===== config.mk =====
export PLATFORM = sky130hd
export DESIGN_NAME = banked_data_memory_decoder
export DESIGN_NICKNAME = d
export VERILOG_FILES = /design/src/bank_map_pkg.sv /design/src/banked_data_memory_decoder.sv /design/src/linear_ram_translator.sv
export SDC_FILE = /design/constraint.sdc
export NUM_CORES = 1
export LEC_CHECK = 0
export BUFFER_PORTS_ARGS = -buffer_cell sky130_fd_sc_hd__buf_2
export CORE_MARGIN = 1
export CORE_UTILIZATION = 55
export DETAILED_ROUTE_END_ITERATION = 6
export PLACE_DENSITY = 0.82
export SYNTH_ARGS = -nofsm -noshare
export SYNTH_HDL_FRONTEND = slang
export SYNTH_HIERARCHICAL = 1
export SYNTH_SLANG_ARGS = --single-unit

===== constraint.sdc =====
create_clock -name sys_clk -period 1.13 [get_ports sys_clk]
set_input_delay 0.339 -clock sys_clk [delete_from_list [all_inputs] [get_ports sys_clk]]
set_output_delay 0.339 -clock sys_clk [all_outputs]
set_load 0.005 [all_outputs]

===== src/bank_map_pkg.sv =====
package bank_map_pkg;

    localparam int BANK_W    = 5;
    localparam int OFF_W     = 7;
    localparam int ADDR_W    = BANK_W + OFF_W;
    localparam int LIN_W     = 16;
    localparam int RAM_IDX_W = 11;
    localparam int COM_IDX_W = 4;

    // bank offset boundaries
    localparam logic [OFF_W-1:0] CORE_LAST    = 7'h0b;
    localparam logic [OFF_W-1:0] PERIPH_FIRST = 7'h0c;
    localparam logic [OFF_W-1:0] PERIPH_LAST  = 7'h1f;
    localparam logic [OFF_W-1:0] GRAM_FIRST   = 7'h20;
    localparam logic [OFF_W-1:0] GRAM_LAST    = 7'h6f;
    localparam logic [OFF_W-1:0] COMMON_FIRST = 7'h70;

    // sizes of the banked regions
    localparam logic [RAM_IDX_W-1:0] GRAM_BYTES   = 11'h050;
    localparam logic [RAM_IDX_W-1:0] COMMON_BYTES = 11'h010;

    // banks 0 up to this one carry general ram
    localparam logic [BANK_W-1:0] GRAM_BANK_LAST = 5'h17;
    localparam logic [RAM_IDX_W-1:0] GRAM_TOTAL =
        RAM_IDX_W'((32'(GRAM_BANK_LAST) + 32'h1) * 32'(GRAM_BYTES));

    // start of the linear window seen through the indirect pointers
    localparam logic [LIN_W-1:0] LIN_BASE = 16'h4000;

    typedef enum logic [2:0] {
        REGION_NONE,
        REGION_CORE,
        REGION_PERIPH,
        REGION_GRAM,
        REGION_COMMON
    } region_t;

endpackage


===== src/banked_data_memory_decoder.sv =====
// What this block does
// offsets 0Ch-1Fh of every bank decode to peripheral control registers
// offsets 20h to 6Fh decode to general ram only in ram banks
// offsets 70h to 7Fh reach one common ram shared by all banks
// indirect pointer accesses see all general ram as one linear range
// no bank exposes more than 80 bytes of general ram
// 7-bit offset, 12 core registers first, address is bank then offset
`timescale 1ns/100ps
module banked_data_memory_decoder
    import bank_map_pkg::*;
(
    input  wire logic                 sys_clk,
    input  wire logic                 rst_n,
    input  wire logic                 req_valid,
    input  wire logic                 req_indirect,
    input  wire logic [BANK_W-1:0]    req_bank,
    input  wire logic [OFF_W-1:0]     req_offset,
    input  wire logic [LIN_W-1:0]     req_linear,
    output logic                      rsp_valid,
    output region_t                   rsp_region,
    output logic      [ADDR_W-1:0]    rsp_addr,
    output logic      [RAM_IDX_W-1:0] rsp_ram_index,
    output logic      [COM_IDX_W-1:0] rsp_common_index
);

    typedef struct packed {
        logic                 valid;
        region_t              region;
        logic [ADDR_W-1:0]    addr;
        logic [RAM_IDX_W-1:0] ram_index;
        logic [COM_IDX_W-1:0] common_index;
    } state_t;

    state_t st_r;
    state_t st_nxt;

    logic [BANK_W-1:0]    lin_bank;
    logic [OFF_W-1:0]     lin_offset;
    logic [RAM_IDX_W-1:0] lin_index;
    logic                 lin_hit;

    function automatic region_t decode_region(
        input logic [BANK_W-1:0] bank,
        input logic [OFF_W-1:0]  off
    );
        region_t r;
        if (off <= CORE_LAST) begin
            r = REGION_CORE;
        end else if (off <= PERIPH_LAST) begin
            r = REGION_PERIPH;
        end else if (off <= GRAM_LAST) begin
            // banks without ram leave the window unimplemented
            r = (bank <= GRAM_BANK_LAST) ? REGION_GRAM : REGION_NONE;
        end else begin
            r = REGION_COMMON;
        end
        return r;
    endfunction

    function automatic logic [RAM_IDX_W-1:0] gram_index(
        input logic [BANK_W-1:0] bank,
        input logic [OFF_W-1:0]  off
    );
        logic [RAM_IDX_W-1:0] sub;
        sub = RAM_IDX_W'(off - GRAM_FIRST);
        return RAM_IDX_W'(32'(bank) * 32'(GRAM_BYTES)) + sub;
    endfunction

    linear_ram_translator u_lin (
        .lin_addr   (req_linear),
        .lin_bank   (lin_bank),
        .lin_offset (lin_offset),
        .lin_index  (lin_index),
        .lin_hit    (lin_hit)
    );

    always_comb begin
        st_nxt       = st_r;
        st_nxt.valid = req_valid;
        if (req_valid) begin
            if (req_indirect) begin
                // pointer accesses bypass the bank select entirely
                st_nxt.common_index = '0;
                if (lin_hit) begin
                    st_nxt.region    = REGION_GRAM;
                    st_nxt.addr      = {lin_bank, lin_offset};
                    st_nxt.ram_index = lin_index;
                end else begin
                    st_nxt.region    = REGION_NONE;
                    st_nxt.addr      = '0;
                    st_nxt.ram_index = '0;
                end
            end else begin
                st_nxt.region = decode_region(req_bank, req_offset);
                st_nxt.addr   = {req_bank, req_offset};
                st_nxt.ram_index = '0;
                st_nxt.common_index = '0;
                if (st_nxt.region == REGION_GRAM) begin
                    st_nxt.ram_index = gram_index(req_bank, req_offset);
                end
                if (st_nxt.region == REGION_COMMON) begin
                    // bank bits dropped: one physical block for all
                    st_nxt.common_index = req_offset[COM_IDX_W-1:0];
                end
            end
        end
    end

    always_ff @(posedge sys_clk or negedge rst_n) begin
        if (!rst_n) begin
            st_r <= '{valid: 1'b0, region: REGION_NONE, addr: '0,
                      ram_index: '0, common_index: '0};
        end else begin
            st_r <= st_nxt;
        end
    end

    assign rsp_valid        = st_r.valid;
    assign rsp_region       = st_r.region;
    assign rsp_addr         = st_r.addr;
    assign rsp_ram_index    = st_r.ram_index;
    assign rsp_common_index = st_r.common_index;
endmodule


===== src/linear_ram_translator.sv =====
`timescale 1ns/100ps
module linear_ram_translator
    import bank_map_pkg::*;
(
    input  wire logic [LIN_W-1:0]     lin_addr,
    output logic      [BANK_W-1:0]    lin_bank,
    output logic      [OFF_W-1:0]     lin_offset,
    output logic      [RAM_IDX_W-1:0] lin_index,
    output logic                      lin_hit
);

    logic [LIN_W-1:0] rel;

    // general ram of all banks laid end to end, 80 bytes per bank
    always_comb begin
        rel        = lin_addr - LIN_BASE;
        lin_hit    = (lin_addr >= LIN_BASE) &&
                     (rel < LIN_W'(GRAM_TOTAL));
        lin_index  = rel[RAM_IDX_W-1:0];
        lin_bank   = BANK_W'(lin_index / GRAM_BYTES);
        lin_offset = OFF_W'(lin_index % GRAM_BYTES) + GRAM_FIRST;
    end

endmodule


==> flow_summary.toml, run 1 <==
[place]
dpl_cell_area_um2 = 3686
port_buffers = 62
dp.cells = 480
place.gp.congestion = 1.023
dp_hpwl_um = 6372

[cts]
clock_sinks = 31
root_buffer = "clkbuf_8"
clock_path_buffers = 2
numCtsBuffers = 5
ctsHtreeMaxLevel = 2

[synthesis]
ys_seq_area_frac = 0.2882
async_reset_ff_frac = 1.000
synth.most_common_cell = "nor2_1"
ys_types = 62
synth_edf_count = 0
netlist_area_um2 = 2691
yosysTopAreaCellShare = 0.2882
yosysTopAreaCell = "dfrtp_1"
yosys-top-cells-count = "nor2_1 (41), dfrtp_1 (31), nand2_1 (20)"
syn-num-nets = 360
syn_avg_cell_area_um2 = 8.654
ys_ff_latch = 31
ys.flop_type = "dfrtp_1"
synth-warning-count = 6
synth_area_leaders = "dfrtp_1 (29%), ha_1 (7.0%), nor2_1 (5.7%), a221oi_1 (4.9%), a221o_1 (4.5%)"
synth_cells = 311

[floorplanning]
die_h_um = 71.95
initial_utilization = 0.5698
core.rowCount = 25
die_x_um = 71.95
io_pins = 63

[status]
run_status = "stopped before the end"
haltStage = "global routing (5_1_grt)"
error = "[ERROR DPL-0038] Utilization greater than 100%, impossible to legalize"

[sta]
crit_endpoint = "rsp_ram_index[10]$_DFFE_PN0P_/D"
worst_path_end_type = "register input"

[grt]
grt_max_degree = 24
[cell families after synthesis]
| kind of cell | count (synthesis) | synth area share |
|---|---|---|
| multiplexers | 7 | 0.02836 |
| adder cells (fa/ha/maj) | 17 | 0.08461 |
| buffers and inverters | 49 | 0.09809 |
| flip-flops | 31 | 0.2882 |
| AND/OR/NAND/NOR | 116 | 0.2250 |
| AO/OA/AOI/OAI | 83 | 0.2469 |
| XOR/XNOR | 8 | 0.02883 |
[timing repair]
action | CTS
resized for setup | 99
hold buffers | 1
pin swaps | 39
gates cloned | 5
endpoints found under the hold margin | 10
buffers inserted | 20
endpoints found under the setup margin | 46
[per-stage QoR]
stage / hold WS [ns] / setup slack [ns]
global placement: 0.2382 / -1.322
detailed placement: 0.2455 / -1.403
CTS: 0.3765 / -1.025
floorplan: 0.04341 / -1.162
==> run 2: changes to the inputs <==
CORE_UTILIZATION = 40   (was 55)
PLACE_DENSITY = unset   (was 0.82)
PLACE_DENSITY_LB_ADDON = 0.15   (was unset)
==> run 2 against run 1 <==
Net effect: the flow now finishes, with violations (design-rule violations, negative setup slack); area after synthesis stayed put; synthesized cell count did not move.
==> flow_summary.toml, run 2 <==
[cells_and_area]
drive_gt1_frac = 0.6283
final_common_cell = "buf_4"
n_antenna_cell = 0
instances_no_fill = 537
areaGrowthSynthToFinish_pct = 82.19
fillerInstances = 417
largest_register_ffs = 12
final_cell_mix = "buf_4 (86), buf_2 (51), nor2_1 (34)"
stdcell_area_um2 = 4903
nNetsFinal = 509

[power]
power_leakage_uw = 0.002277
p_per_area_nw_per_um2 = 833.8
peakVddDrop_mv = 0.3676

[critical_path]
cp_data_required_time_ns = 1.30
rr_worst_depth = 3
r2r_slack_ns = 0.04
critPathKind = "input port to flop"
crit_path_end = "rsp_ram_index[10]"
r2r_end = "rsp_ram_index[1]"
cp-end-kind = "flop"
crit_start = "req_bank[3]"
r2r-start = "rsp_ram_index[1]"
cp.arrival_ns = 2.31
startpoint_type = "input port"
crit_fanout = 2

[cts]
cts_tree = "built"
numCtsBuffers = 5
clock_sinks = 31
ctsHtreeMaxLevel = 2
root_buffer = "clkbuf_8"
clock_path_buffers = 2
path_clk_slew_ns = 0.07
worstSkewPairLatency_ns = 0.28

[floorplanning]
core.rowCount = 29
core-area_um2 = 6422
io_pins = 63
initial_utilization = 0.4191
die_x_um = 84.03
dieArea_um2 = 7060
die_h_um = 84.03

[place]
pre_cts_slack_ns = -1.374
port_buffers = 62
dpl_cell_area_um2 = 3736
dp.cells = 495
dp_hpwl_um = 6210
place.gp.congestion = 0.9252

[sta]
relSlewSlack = 0.7497
period_needed_ns = 2.137
period_share = 1.891
grt_setup_unrepaired = "true"
finalHoldViolCount = 0
setup_slack_ns = -1.007
setup_violations = 45
hold_slack_ns = 0.4033
skew_ns = 0
finalMaxSlewViolations = 0
clock.fmax_mhz = 467.9
worst_slew_pin_slew_ns = 0.3754

[worst_hold_path]
hp-class = "input port to flop"
hold_path_depth = 2

[grt]
gr-usage-all-layers = 0.2638
grt_max_degree = 32
grt_pass1_vias = 3062
grt_pass1_wl_um = 14680
gr-total-overflow = 0
antenna_found_initial = 0

[synthesis]
syn_avg_cell_area_um2 = 8.654
synth_edf_count = 0
netlist_area_um2 = 2691
synth_area_leaders = "dfrtp_1 (29%), ha_1 (7.0%), nor2_1 (5.7%), a221oi_1 (4.9%), a221o_1 (4.5%)"
ys_ff_latch = 31
async_reset_ff_frac = 1.000
syn-num-nets = 360
synth-warning-count = 6
yosysTopAreaCell = "dfrtp_1"
synth.most_common_cell = "nor2_1"
yosysTopAreaCellShare = 0.2882
synth_cells = 311
ys.flop_type = "dfrtp_1"
ys_types = 62
yosys-top-cells-count = "nor2_1 (41), dfrtp_1 (31), nand2_1 (20)"
ys_seq_area_frac = 0.2882

[route]
drt_iter0_drc = 173
via_count = 3059
wl_per_cell_um = 18.23
first_pass_iters = 6
wirelength_um = 9789
drc = 10
ant_nets = 0
viasPerCell = 5.696

[status]
run_status = "finished, violations left"
violations = "design-rule violations, negative setup slack"

[job]
drv_cap = 0
==> run 2: cell counts after synthesis <==
No cell type changed its count.
==> run 2: worst min path at each step <==
stage,to,from,slack (ns)
after CTS,rsp_region[1],req_indirect,0.40
final,rsp_valid,req_valid,0.40
after global placement,rsp_ram_index[9],rst_n,0.31
after detailed placement,rsp_ram_index[10],rst_n,0.31
after global routing,rsp_valid,req_valid,0.40
after floorplan,rsp_addr[0],rst_n,0.04
==> run 2: cell type report <==
type	count	area, µm²	share of cell area
tap	77	96.34	0.01965
timing repair buffer	179	1504	0.3067
clock inverter	1	5.005	0.001021
clock buffer	6	82.58	0.01684
sequential	31	775.7	0.1582
multi-input combinational	231	2370	0.4833
inverter	12	70.07	0.01429
==> run 2: power by group <==
part           switching [µW]  total (µW)  internal, µW
Combinational             899        1940          1040
Clock                     426         904           478
Sequential               48.7        1250          1200
Total                    1370        4090          2710
==> run 2: worst max-delay path: stages <==
cell	delay (ns)
buf_6	0.10
ha_4	0.26
ha_4	0.12
fa_2	0.45
ha_4	0.29
o21a_1	0.10
o31a_1	0.16
o22ai_2	0.07
xnor2_1	0.13
a221o_1	0.29
==> run 2: through the flow <==
stage          total power [µW]  TNS [ns]  utilization
6_report                   4088    -15.25       0.7635
5_1_grt                    4307    -17.61       0.7635
4_1_cts                    3857    -14.54       0.6990
3_5_place_dp               2645    -31.71       0.5817
3_3_place_gp               2627    -31.03       0.5817
2_1_floorplan              2096    -18.98            -
==> run 2: timing repair <==
action / in CTS / in global routing
hold endpoints to repair: 3 / 0
hold buffers: 1 / 0
setup endpoints to repair: 48 / 61
cloned: 1 / 2
gates resized for setup: 102 / 56
pin swaps: 27 / 34
buffers inserted: 15 / 22
==> run 2: cells by family after synthesis <==
kind of cell / count (synthesis) / share of synthesized area
buf+inv: 49 / 0.09809
mux: 7 / 0.02836
xor+xnor: 8 / 0.02883
flops: 31 / 0.2882
simple gates: 116 / 0.2250
fa+ha+maj: 17 / 0.08461
compound gates: 83 / 0.2469
==> run 2: per-layer routing <==
| metal | track usage | vias to the layer above | wire length, µm |
|---|---|---|---|
| met3 | 0.03956 | 40 | 378 |
| met1 | 0.3020 | 1476 | 3858 |
| met4 | 0.1207 | 0 | 435 |
| li1 | - | 1437 | - |
| met5 | 0 | - | 0 |
| met2 | 0.4806 | 106 | 5116 |
No activity file was read; power rests on OpenSTA's default activity.
==> run 3: changes to the inputs <==
SETUP_SLACK_MARGIN = 0.5   (was unset)
==> run 3 against run 2 <==
Net effect: the flow finishes with violations (design-rule violations, negative hold slack, negative setup slack); global-route usage increased by 0.084 points; final area increased by 0.74%; power increased by 0.68%; clock-buffer cell count unchanged; cell count increased by 0.74%; clock power increased by 2%; flip-flop and latch count unchanged; largest power group unchanged; highest routed layer unchanged.
==> flow_summary.toml, run 3 (synthesis gave the netlist of run 2 again) <==
[critical_path]
r2r-start = "rsp_ram_index[4]"
r2r_slack_ns = 0.01
rr_worst_depth = 3
cp_data_required_time_ns = 1.31
crit_fanout = 2
critPathKind = "input port to flop"
crit_path_max_incr_delay_ns = 0.45
cp.arrival_ns = 2.34
cpMostUsedCell = "ha_4"
cp_slowest_cell = "fa_2"
startpoint_type = "input port"
r2r_end = "rsp_ram_index[4]"
cp-end-kind = "flop"
crit_chain = "buf_6 -> ha_4 -> ha_4 -> fa_2 -> ha_4 -> o21a_1 -> o31a_1 -> o22ai_2 -> xnor2_1 -> a221o_1"

[cells_and_area]
fillerInstances = 401
final_cell_mix = "buf_4 (90), buf_2 (51), nor2_1 (34)"
postLayoutCoreUtil = 0.7691
register_area_um2 = 775.7
drive_gt1_frac = 0.6358
largest_register_ffs = 12
nNetsFinal = 513
final_common_cell = "buf_4"
n_antenna_cell = 0
multi_input_area_um2 = 2361
areaGrowthSynthToFinish_pct = 83.54

[floorplanning]
core-area_um2 = 6422
die_x_um = 84.03
core.rowCount = 29
die_h_um = 84.03
initial_utilization = 0.4191
io_pins = 63
dieArea_um2 = 7060

[status]
violations = "design-rule violations, negative hold slack, negative setup slack"
run_status = "finished, violations left"

[sta]
period_share = 1.908
relSlewSlack = 0.7507
setup_slack_ns = -1.026
finalHoldViolCount = 12
period_needed_ns = 2.156
finalMaxSlewViolations = 0
hold_slack_ns = -0.01634
skew_ns = 0
grt_setup_unrepaired = "true"
clock.fmax_mhz = 463.8
setup_violations = 50
worst_slew_pin_slew_ns = 0.3739

[route]
viasPerCell = 5.667
wl_per_cell_um = 18.23
drc = 10
drt_iter0_drc = 161
ant_nets = 0
wirelength_um = 9861
via_count = 3066
first_pass_iters = 6

[power]
total_power_uw = 4116
p_per_area_nw_per_um2 = 833.2
power_leakage_uw = 0.002298
peakVddDrop_mv = 0.3940

[cts]
root_buffer = "clkbuf_8"
clock_path_buffers = 2
ctsHtreeMaxLevel = 2
clock_sinks = 31
path_clk_slew_ns = 0.07
cts_tree = "built"
numCtsBuffers = 5
worstSkewPairLatency_ns = 0.29

[place]
port_buffers = 62
dp_hpwl_um = 6210
place.gp.congestion = 0.9252
pre_cts_slack_ns = -1.374

[worst_hold_path]
hp-class = "input port to async pin"

[grt]
grt_pass1_wl_um = 14730
gr-total-overflow = 0
antenna_found_initial = 0
grt_max_degree = 32
grt_pass1_vias = 3083
gr-usage-all-layers = 0.2646

[job]
drv_cap = 0
run 3: cell types whose count changed in the layout (fill, tap and decap cells not counted), sizes merged:
| cell | delta |
|---|---|
| buf | +4 |
| clkbuf | +1 |
| dlygate4sd3 | -1 |
run 3: area by class of cell:
| cell class | instances | share of cell area |
|---|---|---|
| clock buffers | 6 | 0.01672 |
| clock inverters | 1 | 0.001013 |
| inverters | 12 | 0.01418 |
| multi-input cells | 231 | 0.4780 |
| flip-flops and latches | 31 | 0.1570 |
| well taps | 77 | 0.01950 |
| repair buffers | 183 | 0.3136 |
run 3: critical path, delay by kind of cell:
family                     cells  cell delay (ns)
adders and majority gates      4             1.12
AOI/OAI and AO/OA              4             0.64
xor gates and xnor gates       1             0.12
buffers and inverters          1             0.10
run 3: power breakdown:
part | leakage [µW] | switching, µW | internal [µW]
Sequential | 0.000398 | 48.7 | 1200
Clock | 0.0000470 | 443 | 478
Combinational | 0.00185 | 900 | 1050
Total | 0.00230 | 1390 | 2720
run 3: worst max path at each step:
stage                start                end  slack, ns  cells past startpoint
6_report       req_bank[3]  rsp_ram_index[10]      -1.03                     10
5_1_grt        req_bank[3]  rsp_ram_index[10]      -1.10                     10
4_1_cts        req_bank[3]  rsp_ram_index[10]      -1.02                     10
3_5_place_dp   req_bank[1]  rsp_ram_index[10]      -1.37                     10
3_3_place_gp   req_bank[1]  rsp_ram_index[10]      -1.33                     10
2_1_floorplan  req_bank[1]  rsp_ram_index[10]      -1.16                      9
run 3: stage by stage:
step / TNS (ns) / area, µm² / instances
global placement: -31.03 / 3736 / 495
finish: -15.53 / 4940 / 541
floorplan: -18.98 / 2982 / 311
CTS: -14.24 / 4513 / 522
global route: -17.74 / 4940 / 541
detailed placement: -31.71 / 3736 / 495
run 3: routing by layer:
layer	global-route usage	part of all wire	vias up
met2	0.4844	0.53	96
li1	-	-	1442
met4	0.1207	0.050	0
met1	0.3007	0.39	1487
met5	0	0	-
met3	0.04055	0.036	41
run 3: timing repair:
item / 4_1_cts / 5_1_grt
hold endpoints to repair: 3 / 0
endpoints found under the setup margin: 61 / 61
pin swaps: 28 / 24
gates resized for setup: 103 / 52
buffers inserted: 19 / 17
cloned: 1 / 2
